<file path="src/hdl/flash_prot_map.vh">
// Purpose: offsets, field positions, reset values and address constants for the
//          flash configuration and protection registers
// Assumes: included by bare name from the design files
// Notes:   byte addresses are four times the register index
`ifndef FLASH_PROT_MAP_VH
`define FLASH_PROT_MAP_VH

// ==========================================================================
// Register indices
`define IDX_FLASH_CONFIG 4'h3
`define IDX_FLASH_PROTECTION 4'h4
`define IDX_SECURITY 4'h8
`define IDX_VIOL_STATUS 4'h9
`define IDX_STATUS_IN 4'hA

// ==========================================================================
// Configuration field positions
`define CFG_BEIE_BIT 7
`define CFG_COMMAND_COMPLETE_IRQ_ENABLE_BIT 6
`define CFG_KEYW_BIT 5
`define CFG_IMPL_MASK 8'hE0

// ==========================================================================
// Protection field positions
`define PROT_POL_BIT 7
`define PROT_NV6_BIT 6
`define PROT_HDIS_BIT 5
`define PROT_HS_HI 4
`define PROT_HS_LO 3
`define PROT_LDIS_BIT 2
`define PROT_LS_HI 1
`define PROT_LS_LO 0

// ==========================================================================
// Reset values and security encodings
`define CFG_RESET 8'h00
`define PROT_RESET 8'hFF
`define SEC_RESET 8'h00
`define KEY_ENABLED 2'h2
`define BACKDOOR_KEY_ENABLE_FIELD_HI 7
`define BACKDOOR_KEY_ENABLE_FIELD_LO 6

// ==========================================================================
// Flash addresses and ranges
`define PROT_BYTE_ADDR 16'hFF0D
`define SEC_BYTE_ADDR 16'hFF0F
`define HIGH_RANGE_END 16'hFFFF
`define LOW_RANGE_BASE 16'h4000

`endif

</file>
<file path="src/hdl/prot_range_check.v">
// Purpose: decide whether one flash address is protected under a protection byte
// Assumes: protection byte layout from the map header
// Notes:   purely combinational
`include "flash_prot_map.vh"
`default_nettype none

module prot_range_check (
  input wire [7:0] i_prot,
  input wire [15:0] i_addr,
  output wire o_protected,
  output wire o_fully_open
);

  // ==========================================================================
  // Range decode
  wire [1:0] hs = i_prot[`PROT_HS_HI:`PROT_HS_LO];
  wire [1:0] ls = i_prot[`PROT_LS_HI:`PROT_LS_LO];
  wire pol = i_prot[`PROT_POL_BIT];
  wire hdis = i_prot[`PROT_HDIS_BIT];
  wire ldis = i_prot[`PROT_LDIS_BIT];
  // High range: 2K shifted left by size code, always ending at top
  wire [15:0] high_base = 16'h0000 - (16'h0800 << hs);
  // Low range: 1K shifted left by size code, from 0x4000
  wire [15:0] low_last = `LOW_RANGE_BASE + (16'h0400 << ls) - 16'h0001;
  wire in_high = (i_addr >= high_base);
  wire in_low = (i_addr >= `LOW_RANGE_BASE) && (i_addr <= low_last);

  // Polarity swaps the meaning of the disable bits
  wire hit_high = !hdis && in_high;
  wire hit_low = !ldis && in_low;
  assign o_protected = pol ? (hit_high || hit_low) : !(hit_high || hit_low);
  assign o_fully_open = pol && hdis && ldis;

endmodule

`default_nettype wire

</file>
<file path="src/hdl/flash_config_protection_regs.v">
// Purpose: configuration and protection registers of a flash controller
// Assumes: classic Wishbone slave, 25 MHz clock, synchronous active-low reset
// Notes:   program/erase engine and status register live outside this block
// Function
// - Config byte holds bits 7,6,5 only; others read zero.
// - Key-write bit writable only when backdoor key field is enabled.
// - Buffer-empty enable gates buffer-empty flag onto an interrupt request.
// - Command-complete enable gates complete flag onto an interrupt request.
// - Key-write clear: array writes start command sequences.
// - Key-write set: array writes are keys, array reads invalid.
// - Protection byte readable in all modes.
// - Polarity bit can only go from one to zero.
// - Low size field writable only while low disable set.
// - High size field writable only while high disable set.
// - Protection byte loaded from flash 0xFF0D during reset sequence.
// - Program/erase at protected address blocked, violation flag set.
// - Mass erase only when fully unprotected, else violation.
// - Polarity swaps meaning of range disable bits.
// - High disable zero enables high range.
// - Low disable zero enables low range.
// - High range sizes 2K to 16K ending at 0xFFFF.
// - Low range sizes 1K to 8K starting at 0x4000.
// - Writes that remove protection are ignored entirely.
// - Backdoor key enabled only for encoding 10.
`include "flash_prot_map.vh"
`default_nettype none

module flash_config_protection_regs (
  input wire i_clock,
  input wire i_rst_n,
  // Wishbone slave
  input wire i_wb_cyc,
  input wire i_wb_stb,
  input wire i_wb_we,
  input wire [5:0] i_wb_adr,
  input wire [3:0] i_wb_sel,
  input wire [31:0] i_wb_dat,
  output reg [31:0] o_wb_dat,
  output wire o_wb_ack,
  // Reset-sequence loader reads flash bytes
  output reg o_load_req,
  output reg [15:0] o_load_addr,
  input wire i_load_valid,
  input wire [7:0] i_load_data,
  // Flags from the command controller
  input wire i_buffer_empty_flag,
  input wire i_commands_complete_flag,
  output wire o_buffer_empty_irq,
  output wire o_command_complete_irq,
  // Array access steering
  input wire i_array_write,
  output wire o_start_command,
  output wire o_key_word_write,
  output wire o_read_invalid,
  // Program/erase command check
  input wire i_cmd_valid,
  input wire i_cmd_mass_erase,
  input wire [15:0] i_cmd_addr,
  output wire o_cmd_allow,
  output reg o_protection_violation_flag,
  input wire i_viol_clear,
  output wire o_load_done
);

  // ==========================================================================
  // State
  localparam ST_LOAD_SEC = 2'b00;
  localparam ST_LOAD_PROT = 2'b01;
  localparam ST_RUN = 2'b10;

  reg [1:0] state;
  reg [7:0] flash_config;
  reg [7:0] flash_protection;
  reg [7:0] security_register;
  reg ack;

  wire [3:0] idx = i_wb_adr[5:2];
  wire bus_req = i_wb_cyc && i_wb_stb && !ack;
  wire wr_lane0 = bus_req && i_wb_we && i_wb_sel[0];
  wire [7:0] wdat = i_wb_dat[7:0];
  wire key_ok = (security_register[`BACKDOOR_KEY_ENABLE_FIELD_HI:`BACKDOOR_KEY_ENABLE_FIELD_LO] == `KEY_ENABLED);
  wire running = (state == ST_RUN);

  // ==========================================================================
  // Scenario numbering of a protection byte
  function [2:0] scenario;
    input [7:0] p;
    begin
      scenario = {~p[`PROT_POL_BIT], ~p[`PROT_HDIS_BIT], ~p[`PROT_LDIS_BIT]};
      // Map to 0..7 ordering: pol=1 -> 0..3 by protection added
      if (p[`PROT_POL_BIT])
        scenario = {1'b0, ~p[`PROT_HDIS_BIT], ~p[`PROT_LDIS_BIT]};
      else
        scenario = {1'b1, ~p[`PROT_LDIS_BIT], ~p[`PROT_HDIS_BIT]};
    end
  endfunction

  // Allowed transitions as a row mask per source scenario
  function allowed;
    input [2:0] from;
    input [2:0] to;
    reg [7:0] row;
    begin
      case (from)
        3'd0: row = 8'h0F;
        3'd1: row = 8'h0A;
        3'd2: row = 8'h0C;
        3'd3: row = 8'h08;
        3'd4: row = 8'h18;
        3'd5: row = 8'h3C;
        3'd6: row = 8'h5A;
        default: row = 8'hFF;
      endcase
      allowed = row[to];
    end
  endfunction

  // ==========================================================================
  // Candidate protection value from a bus write
  reg [7:0] next_prot;
  always @* begin
    next_prot = flash_protection;
    // Polarity only clears
    next_prot[`PROT_POL_BIT] = flash_protection[`PROT_POL_BIT] & wdat[`PROT_POL_BIT];
    next_prot[`PROT_NV6_BIT] = wdat[`PROT_NV6_BIT];
    next_prot[`PROT_HDIS_BIT] = wdat[`PROT_HDIS_BIT];
    next_prot[`PROT_LDIS_BIT] = wdat[`PROT_LDIS_BIT];
    if (flash_protection[`PROT_HDIS_BIT])
      next_prot[`PROT_HS_HI:`PROT_HS_LO] = wdat[`PROT_HS_HI:`PROT_HS_LO];
    if (flash_protection[`PROT_LDIS_BIT])
      next_prot[`PROT_LS_HI:`PROT_LS_LO] = wdat[`PROT_LS_HI:`PROT_LS_LO];
  end

  // Whole write dropped if the scenario step removes protection
  wire prot_write_ok = allowed(scenario(flash_protection), scenario(next_prot));

  // ==========================================================================
  // Reset-sequence loader, then software register writes
  always @(posedge i_clock) begin
    if (!i_rst_n) begin
      state <= ST_LOAD_SEC;
      flash_config <= `CFG_RESET;
      flash_protection <= `PROT_RESET;
      security_register <= `SEC_RESET;
      o_load_req <= 1'b0;
      o_load_addr <= 16'h0000;
    end else begin
      case (state)
        ST_LOAD_SEC: begin
          o_load_req <= 1'b1;
          o_load_addr <= `SEC_BYTE_ADDR;
          if (o_load_req && i_load_valid) begin
            security_register <= i_load_data;
            o_load_addr <= `PROT_BYTE_ADDR;
            state <= ST_LOAD_PROT;
          end
        end
        ST_LOAD_PROT: begin
          if (i_load_valid) begin
            flash_protection <= i_load_data;
            o_load_req <= 1'b0;
            state <= ST_RUN;
          end
        end
        ST_RUN: begin
          if (wr_lane0 && idx == `IDX_FLASH_CONFIG) begin
            flash_config[`CFG_BEIE_BIT] <= wdat[`CFG_BEIE_BIT];
            flash_config[`CFG_COMMAND_COMPLETE_IRQ_ENABLE_BIT] <= wdat[`CFG_COMMAND_COMPLETE_IRQ_ENABLE_BIT];
            if (key_ok)
              flash_config[`CFG_KEYW_BIT] <= wdat[`CFG_KEYW_BIT];
          end
          if (wr_lane0 && idx == `IDX_FLASH_PROTECTION && prot_write_ok)
            flash_protection <= next_prot;
        end
        default: state <= ST_RUN;
      endcase
    end
  end

  assign o_load_done = running;

  // ==========================================================================
  // Bus answer: ack registered one cycle after the request, drops after one cycle
  always @(posedge i_clock) begin
    if (!i_rst_n) begin
      ack <= 1'b0;
      o_wb_dat <= 32'h00000000;
    end else begin
      ack <= bus_req;
      o_wb_dat <= 32'h00000000;
      if (bus_req && !i_wb_we) begin
        case (idx)
          `IDX_FLASH_CONFIG: o_wb_dat <= {24'h000000, flash_config & `CFG_IMPL_MASK};
          `IDX_FLASH_PROTECTION: o_wb_dat <= {24'h000000, flash_protection};
          `IDX_SECURITY: o_wb_dat <= {24'h000000, security_register};
          `IDX_VIOL_STATUS: o_wb_dat <= {31'h00000000, o_protection_violation_flag};
          `IDX_STATUS_IN: o_wb_dat <= {30'h00000000, i_commands_complete_flag, i_buffer_empty_flag};
          default: o_wb_dat <= 32'h00000000;
        endcase
      end
    end
  end

  assign o_wb_ack = ack;

  // ==========================================================================
  // Interrupt requests are plain gated levels
  assign o_buffer_empty_irq = flash_config[`CFG_BEIE_BIT] && i_buffer_empty_flag;
  assign o_command_complete_irq = flash_config[`CFG_COMMAND_COMPLETE_IRQ_ENABLE_BIT] && i_commands_complete_flag;

  // Array access steering by the key-write bit
  assign o_start_command = i_array_write && !flash_config[`CFG_KEYW_BIT];
  assign o_key_word_write = i_array_write && flash_config[`CFG_KEYW_BIT];
  assign o_read_invalid = flash_config[`CFG_KEYW_BIT];

  // ==========================================================================
  // Command protection check against the live register
  wire addr_protected;
  wire fully_open;
  prot_range_check u_check (
    .i_prot(flash_protection),
    .i_addr(i_cmd_addr),
    .o_protected(addr_protected),
    .o_fully_open(fully_open)
  );

  wire cmd_blocked = i_cmd_mass_erase ? !fully_open : addr_protected;
  assign o_cmd_allow = i_cmd_valid && running && !cmd_blocked;

  // Sticky violation flag; a new violation beats a clear in the same cycle
  always @(posedge i_clock) begin
    if (!i_rst_n)
      o_protection_violation_flag <= 1'b0;
    else if (i_cmd_valid && cmd_blocked)
      o_protection_violation_flag <= 1'b1;
    else if (i_viol_clear)
      o_protection_violation_flag <= 1'b0;
  end

endmodule

`default_nettype wire

</file>
<file path="config.mk">
export PLATFORM = sky130hd
export DESIGN_NAME = flash_config_protection_regs
export DESIGN_NICKNAME = d
export VERILOG_FILES = /design/src/hdl/prot_range_check.v /design/src/hdl/flash_config_protection_regs.v
export VERILOG_INCLUDE_DIRS = /design/src /design/src/hdl
export SDC_FILE = /design/constraint.sdc
export NUM_CORES = 1
export LEC_CHECK = 0
export ABC_AREA = 1
export BUFFER_PORTS_ARGS = -buffer_cell sky130_fd_sc_hd__clkbuf_2
export CORE_ASPECT_RATIO = 0.9
export CORE_MARGIN = 10
export CORE_UTILIZATION = 24
export CTS_BUF_LIST = sky130_fd_sc_hd__clkbuf_2 sky130_fd_sc_hd__clkbuf_4 sky130_fd_sc_hd__clkbuf_8
export CTS_CLUSTER_SIZE = 8
export DETAILED_ROUTE_END_ITERATION = 8
export GPL_ROUTABILITY_DRIVEN = 0
export GPL_TIMING_DRIVEN = 0
export PLACE_DENSITY = 0.6
export SYNTH_ARGS = -nofsm -noshare
export SYNTH_HDL_FRONTEND = slang
export SYNTH_SLANG_ARGS = --single-unit
</file>
<file path="constraint.sdc">
create_clock -name i_clock -period 1.8 [get_ports i_clock]
set_input_delay 0.18 -clock i_clock [delete_from_list [all_inputs] [get_ports i_clock]]
set_output_delay 0.18 -clock i_clock [all_outputs]
set_load 0.02 [all_outputs]
</file>
==> run_results.csv <==
group,metric,value,unit
worst_setup_path,worst-setup-path-type,"register to primary output",
hold_path,worstHoldPathType,"input port to register",
timing,fin_worst_skew,6.64,ps
floorplanning,die-area,0.0137,sq mm
floorplanning,std_cell_rows,33,
synth,syn_inst,348,
floorplanning,die_h,112,um
floorplanning,die_x,122,um
worst_setup_path,cp_common_cell,"nand2_1",
placement,hpwl,5.84,mm
floorplanning,core_area,0.00913,sq mm
power,irDropWorstVdd,0.000286,V
worst_setup_path,critPathLaunchType,"register",
routing,num_vias,2394,
worst_setup_path,crit_chain,"or2_4, ha_4, inv_2, nor2_1, ha_1, nand2_2, inv_2, a21oi_2, nand3_1, nand2_1, nand2_1, nand2_1, nand3_2, a21oi_4, buf_8",
synth,ys_seq_area_share,30.2,%
power,seqPwrFrac,39.9,%
hold_path,holdPathStages,3,
synth,synth.distinct_cells,27,
clocking,cts_tree,"built",
timing,period_needed,2590,ps
placement,port_buffers,78,
power,switching_share,29.2,%
synth,synth.avg_cell_area,6.47,sq um
power,power.density,643,mW/mm^2
worst_setup_path,path_buf_inv,3,
global_route,overflow,0,
outcome,status,"finished with violations",
power,internal_power,1.45,mW
worst_setup_path,end_kind,"primary output",
finish,n_antenna_cell,0,
timing,finalSetupTns,-1500,ps
finish,fillers,977,
clocking,clk_pin_slew,60,ps
placement,numPlacedInstances,577,
floorplanning,ios,136,
hold_path,hold_start,"i_viol_clear",
global_route,grt_use_met2,18.7,%
finish,drive_gt1_share,33.4,%
global_route,grt_max_degree,13,
routing,dr.first_iter.drc_count,127,
synth,synth_seq_cells,34,
timing,hold_violations,0,
routing,dr.pass1.iters,4,
finish,layout.nets,559,
clocking,htreeDepth,2,
worst_setup_path,cp_slowest_cell,"dfxtp_4",
worst_setup_path,critical_path.top_delay_family,"simple AND/OR/NAND/NOR gates",
worst_setup_path,r2r_setup_slack,-720,ps
finish,multi_input_area,0.00127,sq mm
routing,drc,0,
worst_setup_path,cp.required,1620,ps
clocking,cts_root_buffer,"clkbuf_8",
floorplanning,initial_core_util,24.7,%
timing,holdWs,158,ps
global_route,grt_first_pass_wirelength,11.4,mm
routing,antenna_left,0,
worst_setup_path,cpPeakStageDelay,350,ps
worst_setup_path,worstReg2RegStart,"flash_protection[4]",
job,cap_violations,0,
global_route,busiest_layer,"met2",
timing,fmax,386,MHz
clocking,holdBufCountCts,0,
synth,synth_area,0.00225,sq mm
power,leakagePower,1.75,nW
power,pwr-share-clk,34.6,%
clocking,clock_latency,280,ps
global_route,grt_pass1_vias,2466,
power,switchingPower,598,uW
placement,place_ws,-513,ps
timing,setup_slack,-789,ps
timing,setup_viol,2,
global_route,use_met3,2.88,%
routing,wire_per_inst,12.0,um
timing,post-route-period-util,144,%
global_route,met1_usage,10.7,%
clocking,cts_buffer_depth,2,
finish,fin_util,34.9,%
clocking,numCtsBuffers,5,
global_route,antenna_found_initial,0,
finish,final_cells,592,
synth,synth_warnings,0,
hold_path,whs_endpoint,"o_protection_violation_flag",
worst_setup_path,cp_max_fo,4,
worst_setup_path,r2r_end,"o_protection_violation_flag",
worst_setup_path,cp.arrival,2410,ps
routing,routed_wl,7.09,mm
worst_setup_path,reg2reg_depth,19,
finish,synthToLayoutAreaGrowth,41.2,%
outcome,violations,"setup timing",
clocking,numClockSinks,34,
global_route,grtUsageTotal,10.1,%
power,p_comb_share,25.5,%
timing,slew_violations,0,
routing,vias_per_cell,4.04,
timing,rsz0062_at_grt,"true",
finish,layout.area.seq,688,sq um
-- worst register-to-register path, delay by kind of cell (launching register included) --
family                   cells  cell delay, ps
buffers and inverters        6             530
AND/OR/NAND/NOR              9             900
AO/OA/AOI/OAI                2             170
adder cells (fa/ha/maj)      2             450
flip-flops                   1             350
-- registers in the layout, summed over array words and instances, names as in the netlist --
signal / cells
security_register: 8
flash_protection: 8
o_wb_ack: 1
state: 2
o_load_addr: 2
flash_config: 3
o_wb_dat: 8
o_protection_violation_flag: 1
o_load_req: 1
-- placed cells by master, fill, tap and decap left out, types with 2 or more instances in the layout --
| cell type | netlist | routed |
|---|---|---|
| nand2_1 | 94 | 92 |
| nor2_1 | 40 | 39 |
| nand3_1 | 22 | 20 |
| nand3b_1 | 2 | 2 |
| ha_1 | 11 | 9 |
| buf_6 | 1 | 4 |
| nand3_2 | 1 | 2 |
| nor3_1 | 2 | 2 |
| clkbuf_8 | 0 | 6 |
| ha_4 | 0 | 2 |
| clkbuf_2 | 0 | 78 |
| nor2_2 | 1 | 2 |
| a21oi_1 | 17 | 14 |
| a21oi_2 | 0 | 2 |
| dfxtp_1 | 34 | 32 |
| inv_1 | 44 | 41 |
| buf_4 | 38 | 43 |
| clkbuf_1 | 4 | 3 |
| conb_1 | 2 | 31 |
| o21ai_0 | 18 | 18 |
| a31oi_1 | 3 | 3 |
| inv_2 | 1 | 3 |
| dfxtp_4 | 0 | 2 |
| nand4_1 | 4 | 4 |
| nand2_2 | 1 | 3 |
-- per-layer routing --
metal / routed length [um] / up-vias
met5: 0 / -
met4: 91 / 0
met3: 474 / 9
met2: 3650 / 62
met1: 2870 / 1050
li1: - / 1273
-- worst max path at each step --
| stage | from | endpoint | slack, ps | cells past startpoint |
|---|---|---|---|---|
| after detailed placement | flash_protection[3] | o_cmd_allow | -510 | 13 |
| after CTS | flash_protection[4] | o_cmd_allow | -740 | 15 |
| after global routing | flash_protection[4] | o_cmd_allow | -870 | 15 |
| after floorplan | flash_protection[3] | o_cmd_allow | -230 | 14 |
| final | flash_protection[4] | o_cmd_allow | -790 | 15 |
| after global placement | flash_protection[3] | o_cmd_allow | -500 | 15 |
-- metrics by stage --
stage	power, mW	area, sq um
2_1_floorplan	1.16	2390
3_3_place_gp	1.30	2940
3_5_place_dp	1.31	2940
4_1_cts	2.05	3180
5_1_grt	2.15	3180
6_report	2.05	3180
-- Yosys cell counts (all sizes together) --
library cell	count	area, sq um
dfxtp	34	681
nor3	3	26.3
a21oi	17	85.1
a31oi	3	18.8
nand4	4	25.0
or2	2	12.5
inv	45	169
nand3b	2	15.0
a41oi	1	8.76
clkbuf	4	15.0
buf	40	302
o22ai	1	6.26
nor2	41	156
o21ai	19	95.1
nand3	23	120
ha	11	138
nand2	95	359
nor3b	1	12.5
conb	2	7.51
-- power by group through the flow --
stage | clock (mW) | sequential [mW] | combinational, mW
2_1_floorplan | 0 | 0.839 | 0.323
3_3_place_gp | 0 | 0.836 | 0.469
3_5_place_dp | 0 | 0.836 | 0.476
4_1_cts | 0.722 | 0.816 | 0.516
5_1_grt | 0.749 | 0.821 | 0.585
6_report | 0.707 | 0.816 | 0.522
-- cell families (layout without fill, tap and decap cells) --
| kind of cell | count (synthesis) | after routing | share of synthesized area, % |
|---|---|---|---|
| buf+inv | 89 | 182 | 21.6 |
| flops | 34 | 34 | 30.2 |
| other cells | 2 | 31 | 0.333 |
| simple gates | 171 | 171 | 32.3 |
| compound gates | 41 | 41 | 9.50 |
| fa+ha+maj | 11 | 11 | 6.11 |
-- layout make-up --
class / instances / area share, %
Clock inverter: 1 / 0.944
Multi-Input combinational cell: 254 / 39.8
Tap cell: 122 / 4.80
Buffer: 44 / 9.99
Clock buffer: 6 / 2.60
Sequential cell: 34 / 21.6
Timing Repair Buffer: 86 / 14.8
Inverter: 45 / 5.39
-- timing repair --
item | 4_1_cts | 5_1_grt
setup buffers | 10 | 0
pin swaps | 11 | 1
endpoints found under the setup margin | 3 | 2
resized for setup | 18 | 3
(Power assumes the default switching activity.)
